$ cat src/verilog/imuf_pkg.sv
/*
 * Shared constants and types for the sample framer: link timing,
 * sample timing, message bytes and the sample carrier structs.
 * Assumes a single 40 MHz clock for all users of the package.
 */
package imuf_pkg;
  // Clock, link and sample timing
  localparam int unsigned CLK_HZ         = 40_000_000;
  localparam int unsigned BAUD_BPS       = 460_800;
  // Bit time rounds down: 86 cycles, 0.9 % fast, inside UART margin
  localparam int unsigned BIT_CYC        = CLK_HZ / BAUD_BPS;
  localparam int unsigned SAMPLE_RATE_HZ = 800;
  localparam int unsigned SAMPLE_CYC     = CLK_HZ / SAMPLE_RATE_HZ;
  localparam logic [9:0]  SUBSEC_LAST    = 10'(SAMPLE_RATE_HZ - 1);
  localparam logic [9:0]  SUBSEC_HALF    = 10'(SAMPLE_RATE_HZ / 2);
  localparam logic [15:0] DECIM_DEFAULT  = 16'h0001;

  // Message layout
  localparam logic [7:0] FRAME_MARKER  = 8'ha5;
  localparam logic [7:0] MSG_TYPE_SMP  = 8'ha2;
  localparam logic [7:0] PAYLOAD_LEN   = 8'h1c;
  localparam logic [7:0] CODE_ACCEL    = 8'h81;
  localparam logic [7:0] CODE_RATE     = 8'h82;
  localparam logic [7:0] FIELD_LEN     = 8'h0c;
  localparam logic [5:0] IDX_TYPE      = 6'h02;
  localparam logic [5:0] IDX_LEN       = 6'h03;
  localparam logic [5:0] IDX_ACC_CODE  = 6'h04;
  localparam logic [5:0] IDX_ACC_LEN   = 6'h05;
  localparam logic [5:0] IDX_ACC_DATA  = 6'h06;
  localparam logic [5:0] IDX_RATE_CODE = 6'h12;
  localparam logic [5:0] IDX_RATE_LEN  = 6'h13;
  localparam logic [5:0] IDX_RATE_DATA = 6'h14;
  localparam logic [5:0] IDX_CK1       = 6'h20;
  localparam logic [5:0] IDX_CK2       = 6'h21;

  // One vector field: X, Y, Z as 32-bit floats
  typedef struct packed {
    logic [31:0] x;
    logic [31:0] y;
    logic [31:0] z;
  } imuf_vec_t;

  // One compensated sample
  typedef struct packed {
    imuf_vec_t accel;
    imuf_vec_t rate;
  } imuf_sample_t;

  typedef enum logic [1:0] {
    IMUF_IDLE,
    IMUF_SEND,
    IMUF_WAIT
  } imuf_state_t;
endpackage

$ cat src/verilog/imuf_uart_tx.sv
/*
 * Serial byte transmitter, 8N1, LSB first, differential pair out.
 * Assumes start is only raised while busy is low.
 */
`timescale 1ns/100ps
module imuf_uart_tx
  import imuf_pkg::*;
#(
  parameter int unsigned BIT_CYCLES = imuf_pkg::BIT_CYC
)
(
  input  wire logic       clk,
  input  wire logic       rst,
  input  wire logic       start,
  input  wire logic [7:0] data,
  output logic            busy,
  output logic            line_p,
  output logic            line_n
);
  logic [9:0]  shift_r;    // Stop, data, start
  logic [3:0]  bit_cnt_r;  // Bit being sent
  logic [15:0] div_r;      // Cycles within bit
  logic        busy_r;
  logic        line_r;
  logic        bit_end;    // One-cycle bit enable

  if (BIT_CYCLES < 2 || BIT_CYCLES > 65535)
    $error("imuf_uart_tx: BIT_CYCLES out of range");

  assign bit_end = busy_r && (div_r == 16'(BIT_CYCLES - 1));
  assign busy    = busy_r;
  assign line_p  = line_r;
  assign line_n  = ~line_r;

  // Shifter; line idles at mark level
  always_ff @(posedge clk or posedge rst)
  begin
    if (rst)
    begin
      shift_r   <= 10'h3ff;
      bit_cnt_r <= 4'h0;
      div_r     <= 16'h0000;
      busy_r    <= 1'b0;
      line_r    <= 1'b1;
    end
    else if (start && !busy_r)
    begin
      shift_r   <= {1'b1, data, 1'b0};  // One start, 8 data, one stop
      bit_cnt_r <= 4'h0;
      div_r     <= 16'h0000;
      busy_r    <= 1'b1;
      line_r    <= 1'b0;
    end
    else if (bit_end)
    begin
      div_r <= 16'h0000;
      if (bit_cnt_r == 4'h9)
        busy_r <= 1'b0;                  // Stop bit done
      else
      begin
        shift_r   <= {1'b1, shift_r[9:1]};
        line_r    <= shift_r[1];         // LSB first
        bit_cnt_r <= bit_cnt_r + 4'h1;
      end
    end
    else if (busy_r)
      div_r <= div_r + 16'h0001;
  end
endmodule

$ cat src/verilog/imuf_framer.sv
/*
 * Sample timing, validity strobe, trigger and time keeping, and
 * framing of compensated samples into data messages on the link.
 * Assumes a compensation stage that answers each sample_start with
 * one sample_done pulse carrying the finished sample, and that
 * trigger mode and decimation are set by the command handler.
 */
`timescale 1ns/100ps
module imuf_framer
#(
  parameter int unsigned SAMPLE_PERIOD_CYC = imuf_pkg::SAMPLE_CYC,
  parameter int unsigned BIT_CYCLES        = imuf_pkg::BIT_CYC
)
(
  input  wire logic                   clk,
  input  wire logic                   rst,
  input  wire logic                   trigger_mode_en,
  input  wire logic [15:0]            decimation,
  input  wire logic                   external_sample_trigger,
  input  wire logic                   pulse_per_second_in,
  input  wire imuf_pkg::imuf_sample_t sample_in,
  input  wire logic                   sample_done,
  output logic                        sample_start,
  output logic                        sample_validity_strobe,
  output logic                        serial_tx_positive,
  output logic                        serial_tx_negative,
  output logic [31:0]                 time_seconds,
  output logic [9:0]                  time_subsec
);
  import imuf_pkg::*;

  if (SAMPLE_PERIOD_CYC < 2)
    $error("imuf_framer: SAMPLE_PERIOD_CYC too small");

  // Byte index to its message byte, checksum passed in
  function automatic logic [7:0] frame_byte(
    input logic [5:0]   idx,
    input imuf_sample_t smp,
    input logic [7:0]   ck1,
    input logic [7:0]   ck2
  );
    logic [5:0] off;
    logic [7:0] b;
    off = 6'h00;
    b   = FRAME_MARKER;                      // Bytes 0 and 1
    if (idx == IDX_TYPE)
      b = MSG_TYPE_SMP;
    else if (idx == IDX_LEN)
      b = PAYLOAD_LEN;
    else if (idx == IDX_ACC_CODE)
      b = CODE_ACCEL;
    else if (idx == IDX_ACC_LEN || idx == IDX_RATE_LEN)
      b = FIELD_LEN;
    else if (idx == IDX_RATE_CODE)
      b = CODE_RATE;
    else if (idx >= IDX_ACC_DATA && idx < IDX_RATE_CODE)
    begin
      off = idx - IDX_ACC_DATA;
      b   = smp.accel[95 - 8 * off -: 8];    // X,Y,Z MSB first
    end
    else if (idx >= IDX_RATE_DATA && idx < IDX_CK1)
    begin
      off = idx - IDX_RATE_DATA;
      b   = smp.rate[95 - 8 * off -: 8];
    end
    else if (idx == IDX_CK1)
      b = ck1;                               // Block one first
    else if (idx == IDX_CK2)
      b = ck2;
    return b;
  endfunction

  // Fletcher-16 running sums wrap at 256; the carry is dropped on
  // purpose, a modulo-255 sum would not match the host's checker
  function automatic logic [7:0] sum_add(
    input logic [7:0] a,
    input logic [7:0] b
  );
    return a + b;
  endfunction

  logic [31:0]  div_cnt_r;     // Sample period divider
  logic [15:0]  dec_cnt_r;     // Samples left before next output
  imuf_state_t  state_r;       // Frame sequencer
  logic [5:0]   idx_r;         // Byte being sent
  logic [7:0]   sum1_r;        // Fletcher block one
  logic [7:0]   sum2_r;        // Fletcher block two
  imuf_sample_t frame_r;       // Sample in flight
  imuf_sample_t latest_r;      // Newest completed sample
  logic         pend_r;        // Sample awaited for output
  logic         strobe_r;      // Validity strobe level
  logic         start_r;       // Sample start pulse
  logic         tx_go_r;       // Byte start to transmitter
  logic [7:0]   tx_byte_r;     // Byte handed over
  logic         trig_d_r;      // Trigger, last cycle
  logic         pps_d_r;       // Second pulse, last cycle
  logic [31:0]  sec_r;         // Whole seconds
  logic [9:0]   sub_r;         // Samples within second
  logic         tx_busy;       // Transmitter busy

  logic         tick;          // One-cycle 800 Hz enable
  logic         sel;           // This sample goes out
  logic         trig_rise;     // Accepted trigger edge
  logic         pps_rise;      // Second pulse edge
  logic         idle;          // No frame in flight
  logic         go_internal;   // Internal mode frame start
  logic         go_trigger;    // Trigger mode frame start
  logic         frame_end;     // Last bit left the line
  logic [7:0]   cur_byte;      // Byte at idx_r
  logic [7:0]   sum1_nxt;
  logic [7:0]   sum2_nxt;
  logic [15:0]  dec_reload;    // Decimation, zero read as one

  // Decode and selection
  assign tick      = (div_cnt_r == 32'(SAMPLE_PERIOD_CYC - 1));
  assign sel       = (dec_cnt_r == 16'h0000);
  assign idle      = (state_r == IMUF_IDLE);
  assign trig_rise = trigger_mode_en && external_sample_trigger
                     && !trig_d_r;
  assign pps_rise  = pulse_per_second_in && !pps_d_r;
  assign go_internal = !trigger_mode_en && pend_r && sample_done && idle;
  assign go_trigger  = trig_rise && idle;
  assign frame_end = (state_r == IMUF_WAIT) && (idx_r == IDX_CK2)
                     && !tx_busy && !tx_go_r;
  assign cur_byte  = frame_byte(idx_r, frame_r, sum1_r, sum2_r);
  assign sum1_nxt  = sum_add(sum1_r, cur_byte);
  assign sum2_nxt  = sum_add(sum2_r, sum1_nxt);
  assign dec_reload = (decimation == 16'h0000) ? 16'h0000
                      : decimation - 16'h0001;

  // Fixed-rate sample divider
  always_ff @(posedge clk or posedge rst)
  begin
    if (rst)
      div_cnt_r <= 32'h0000_0000;
    else if (tick)
      div_cnt_r <= 32'h0000_0000;
    else
      div_cnt_r <= div_cnt_r + 32'h0000_0001;
  end

  // Decimation: one output per decimation samples
  always_ff @(posedge clk or posedge rst)
  begin
    if (rst)
      dec_cnt_r <= 16'h0000;
    else if (tick)
      dec_cnt_r <= sel ? dec_reload : dec_cnt_r - 16'h0001;
  end

  // Sensor sampling request, one pulse per period
  always_ff @(posedge clk or posedge rst)
  begin
    if (rst)
      start_r <= 1'b0;
    else
      start_r <= tick;
  end

  // Edge detectors on the synchronous pins
  always_ff @(posedge clk or posedge rst)
  begin
    if (rst)
    begin
      trig_d_r <= 1'b0;
      pps_d_r  <= 1'b0;
    end
    else
    begin
      trig_d_r <= external_sample_trigger;
      pps_d_r  <= pulse_per_second_in;
    end
  end

  // Newest finished sample; signs come right-handed from compensation
  always_ff @(posedge clk or posedge rst)
  begin
    if (rst)
      latest_r <= '0;
    else if (sample_done)
      latest_r <= sample_in;
  end

  // Internal mode: remember a selected sample is on its way.
  // A selected sample is skipped if the link is still busy.
  always_ff @(posedge clk or posedge rst)
  begin
    if (rst)
      pend_r <= 1'b0;
    else if (trigger_mode_en || go_internal)
      pend_r <= 1'b0;
    else if (tick && sel && idle)
      pend_r <= 1'b1;
  end

  // Validity strobe
  always_ff @(posedge clk or posedge rst)
  begin
    if (rst)
      strobe_r <= 1'b1;
    else if (trigger_mode_en)
    begin
      if (tick)
        strobe_r <= 1'b0;                      // Sample begins
      else if (sample_done)
        strobe_r <= 1'b1;                      // Compensation done
    end
    else if (tick && sel && idle)
      strobe_r <= 1'b0;                        // First element taken
    else if (frame_end)
      strobe_r <= 1'b1;                        // Last bit gone
  end

  // Frame sequencer: hand bytes to the transmitter one by one
  always_ff @(posedge clk or posedge rst)
  begin
    if (rst)
    begin
      state_r   <= IMUF_IDLE;
      idx_r     <= 6'h00;
      sum1_r    <= 8'h00;
      sum2_r    <= 8'h00;
      frame_r   <= '0;
      tx_go_r   <= 1'b0;
      tx_byte_r <= 8'h00;
    end
    else
    begin
      unique case (state_r)
        IMUF_IDLE:
        begin
          tx_go_r <= 1'b0;
          idx_r   <= 6'h00;
          sum1_r  <= 8'h00;
          sum2_r  <= 8'h00;
          if (go_internal)
          begin
            frame_r <= sample_in;
            state_r <= IMUF_SEND;
          end
          else if (go_trigger)
          begin
            // Sample finishing this cycle is the newest
            frame_r <= sample_done ? sample_in : latest_r;
            state_r <= IMUF_SEND;
          end
        end
        IMUF_SEND:
        begin
          tx_go_r   <= 1'b1;
          tx_byte_r <= cur_byte;
          if (idx_r < IDX_CK1)
          begin
            sum1_r <= sum1_nxt;
            sum2_r <= sum2_nxt;
          end
          state_r <= IMUF_WAIT;
        end
        IMUF_WAIT:
        begin
          tx_go_r <= 1'b0;
          if (!tx_busy && !tx_go_r)
          begin
            if (idx_r == IDX_CK2)
              state_r <= IMUF_IDLE;
            else
            begin
              idx_r   <= idx_r + 6'h01;
              state_r <= IMUF_SEND;
            end
          end
        end
      endcase
    end
  end

  // Time keeping; second pulse rounds to the nearest second
  always_ff @(posedge clk or posedge rst)
  begin
    if (rst)
    begin
      sec_r <= 32'h0000_0000;
      sub_r <= 10'h000;
    end
    else if (pps_rise)
    begin
      sub_r <= 10'h000;
      if (sub_r >= SUBSEC_HALF)
        sec_r <= sec_r + 32'h0000_0001;       // Round up
    end
    else if (tick)
    begin
      if (sub_r == SUBSEC_LAST)
      begin
        sub_r <= 10'h000;
        sec_r <= sec_r + 32'h0000_0001;
      end
      else
        sub_r <= sub_r + 10'h001;
    end
  end

  // Serial transmitter
  imuf_uart_tx #(
    .BIT_CYCLES (BIT_CYCLES)
  ) u_tx (
    .clk    (clk),
    .rst    (rst),
    .start  (tx_go_r),
    .data   (tx_byte_r),
    .busy   (tx_busy),
    .line_p (serial_tx_positive),
    .line_n (serial_tx_negative)
  );

  assign sample_start           = start_r;
  assign sample_validity_strobe = strobe_r;
  assign time_seconds           = sec_r;
  assign time_subsec            = sub_r;
endmodule

$ cat config.mk
export PLATFORM = sky130hd
export DESIGN_NAME = imuf_framer
export DESIGN_NICKNAME = d
export VERILOG_FILES = /design/src/verilog/imuf_pkg.sv /design/src/verilog/imuf_uart_tx.sv /design/src/verilog/imuf_framer.sv
export SDC_FILE = /design/constraint.sdc
export NUM_CORES = 1
export LEC_CHECK = 0
export BUFFER_PORTS_ARGS = -buffer_cell sky130_fd_sc_hd__buf_2
export CORE_MARGIN = 5
export CORE_UTILIZATION = 40
export CTS_BUF_LIST = sky130_fd_sc_hd__clkbuf_8
export DETAILED_ROUTE_END_ITERATION = 10
export GPL_TIMING_DRIVEN = 0
export PLACE_DENSITY = 0.56
export SLEW_MARGIN = 20
export SYNTH_ARGS = -nofsm -noshare
export SYNTH_HDL_FRONTEND = slang
export SYNTH_HIERARCHICAL = 1
export SYNTH_SLANG_ARGS = --single-unit
$ cat constraint.sdc
create_clock -name clk -period 24.2 [get_ports clk]
set_clock_uncertainty 0.15 [all_clocks]
set_input_delay 3.63 -clock clk [delete_from_list [all_inputs] [get_ports clk]]
set_output_delay 3.63 -clock clk [all_outputs]
set_load 0.005 [all_outputs]
==> metrics.txt <==
critical path class flop to flop; largest net degree at the start of global routing 95; sequential fraction of the synthesis area 0.549; row count 91; routability cong. 0.913; Main synth FF type dfrtp_1; DRT Wirelength around 65 mm; Layout area overhead 18.4%; Int Pwr about 1500 uW; crit-path max FO 11; mean number of vias per cell 5.32; Post-synth EDFFs 0; Req. time, crit path ~25 ns; relative slew slack 0.324; vias in the first global route 17782; share of layout cells above drive strength 1 0.401; Post-Synth XOR/XNOR Area 0.0375; post-synthesis simple-gate area fraction 0.0809; H-tree levels 3; Initial DRC Count 900; Pre-antenna DRT Iters 7; Initial Util 0.402; Final Hold Viols 0; status finished, final reports clean; MaxCap Viol Count 0; Die ar. 66900 sq um; Netlist Area Pre-Place 24700 sq um; Post-CTS Setup Bufs 0; Synth Area in Compound Gates 0.0596; setup repair after global routing missed its margin no; Adder-Cell Fraction of Synth Area 0.0193; Comb pwr share 0.057; Post-CTS Hold Buffers 0; CP max stage cell clkbuf_1; Routed Antenna Nets 0; via count 16509; Cells after Synth 1864; GR Overflow Total 0; largest family of logic cells by synthesized area multiplexers; Critical Path AT 8.17 ns; CP dominant cell by count ha_1; #FFs+latches synth about 540; CTS tree built; setup_tns 0 ns; share of total power in the clock network 0.459; Worst Tran Pin Value just over 1 ns; Die Y around 260 um; core footprint 61500 sq um; CP bufs+invs 7; total power 1960 uW; CP startpoint kind flop; leakage power 0.0135 uW; sequential power share 0.485; Die Width about 260 um; syn_area_per_cell about 13 sq um; first-pass GRT wire length 102 mm; initial antenna violation count 16; min Tclk post-route 7.72 ns; Power Density 67.1 nW/um^2; Crit. End Element flop; fin crit share 0.319; post-synthesis async set-or-reset flop share 1.00; maximum vdd drop 41.8 uV; Register-to-Register Path Depth 31; Switch Pwr 470 uW; Levels on crit path 31; mux contribution to synthesized area 0.232; yosys warns 6; I/O pin count 260; Max stage delay on crit path 0.48 ns; wire per inst 21.0 um; hold path cells 1; Final setup viols 0; sw frac 0.239; total track usage 0.194; syn_nets 2115; Clock Latency Late Sink 0.71 ns; sinks on the clock net 542; Clock Path Buffers 3; Worst path top cell family by delay compound AO/OA/AOI/OAI gates; CTS buffer count 96; Yosys cell types 88; Max Slew Vio Count 0; pre-CTS WS 16.61 ns; R2R Setup Slk 16.48 ns; Min Hold Slack approximately 0.32 ns; # DRC 0; Clock transition at path regs 0.06 ns; Peak Freq 0.130 GHz; hpwl dp 46.7 mm; nets 2477; Hold Crit Class flop to flop; clock root buffer master clkbuf_8; post-cts gate resize count 0; final worst slack 16.48 ns; port buffer count approximately 260
-- Yosys cell counts (all sizes together) (6+ instances only) --
library cell / n / area, sq um
dfrtp: 532 / 13300
mux2: 401 / 4520
nor2: 90 / 360
nand2: 85 / 324
xnor2: 73 / 639
clkbuf: 63 / 236
o21ai: 63 / 319
mux4: 48 / 1100
nand3: 40 / 210
inv: 37 / 139
ha: 35 / 438
a21oi: 33 / 165
xor2: 33 / 289
buf: 30 / 169
nand4: 29 / 203
nor3: 24 / 120
a22o: 19 / 166
o22ai: 15 / 93.8
a22oi: 14 / 110
a31oi: 13 / 81.3
and3: 13 / 81.3
nor4: 13 / 100
or3: 13 / 81.3
and2: 11 / 68.8
mux2i: 11 / 110
dfstp: 10 / 263
nor2b: 8 / 50.1
nor4b: 8 / 95.1
or2: 8 / 50.1
and4: 6 / 55.1
o211ai: 6 / 65.1
-- sequential cells by signal, indices dropped and copies added, names as in the netlist, 6 cells and up --
register      flops
time_subsec      10
dec_cnt_r        16
u_tx/shift_r      9
latest_r        192
sum1_r            8
sum2_r            8
frame_r         192
time_seconds     32
div_cnt_r        32
tx_byte_r         8
idx_r             6
u_tx/div_r       16
-- placed cells by master (no fill, tap or decap), types with 19 or more instances in the layout --
cell type / Yosys / layout
clkbuf_1: 63 / 63
nand4_1: 27 / 27
buf_2: 21 / 279
dfrtp_1: 532 / 532
inv_1: 36 / 70
o21ai_0: 52 / 52
a21oi_1: 33 / 33
clkbuf_8: 0 / 126
a22o_1: 19 / 19
ha_1: 35 / 35
xnor2_1: 73 / 73
mux4_2: 44 / 44
mux2_2: 400 / 400
xor2_1: 33 / 33
nor2_1: 87 / 87
nand2_1: 83 / 83
nor3_1: 24 / 24
nand3_1: 38 / 38
-- metrics by stage --
step            util  cells  area [sq um]
3_5_place_dp   0.442   2918         27200
5_1_grt        0.476   3096         29300
4_1_cts        0.476   3095         29300
3_3_place_gp   0.439   2912         27000
2_1_floorplan      -   1864         24700
6_report       0.476   3102         29300
-- kinds of logic (layout without fill, tap and decap cells) --
logic type,after synthesis,in the layout
mux,460,460
fa+ha+maj,37,37
compound gates,215,215
other cells,0,7
flops,542,542
buf+inv,131,572
xor+xnor,106,106
simple gates,373,373
-- final timing paths --
check | from | to
max | idx_r[2]$_DFFE_PP0P_ | sum2_r[7]$_DFFE_PP0P_
min | time_seconds[31]$_DFFE_PP0P_ | time_seconds[31]$_DFFE_PP0P_
max reg2reg | idx_r[2]$_DFFE_PP0P_ | sum2_r[7]$_DFFE_PP0P_
min reg2reg | time_seconds[31]$_DFFE_PP0P_ | time_seconds[31]$_DFFE_PP0P_
max in group asynchronous | rst | latest_r[122]$_DFF_PP0_
min in group asynchronous | rst | time_subsec[6]$_DFFE_PP0P_
-- area by class of cell --
cell class | instances | area, sq um
fill | 5579 | 32200
multi-input combinational | 1191 | 10600
timing repair buffer | 264 | 1460
clock buffer | 126 | 1730
antenna | 7 | 17.5
buffer | 93 | 405
tap | 790 | 988
clock inverter | 51 | 354
inverter | 38 | 150
sequential | 542 | 13600
-- power groups by stage --
stage	sequential (uW)	clock [uW]	combinational [uW]
floorplan	967	0	65.1
CTS	952	931	115
finish	952	902	111
global route	956	971	124
detailed placement	969	0	114
global placement	969	0	108
-- per-layer routing --
layer,track usage,share of wire,up-vias
met1,0.252,0.43,8431
met5,0,0.0022,-
met4,0.0596,0.024,18
met3,0.0510,0.062,118
met2,0.322,0.48,398
li1,-,-,7544
No activity file was read; power rests on OpenSTA's default activity.
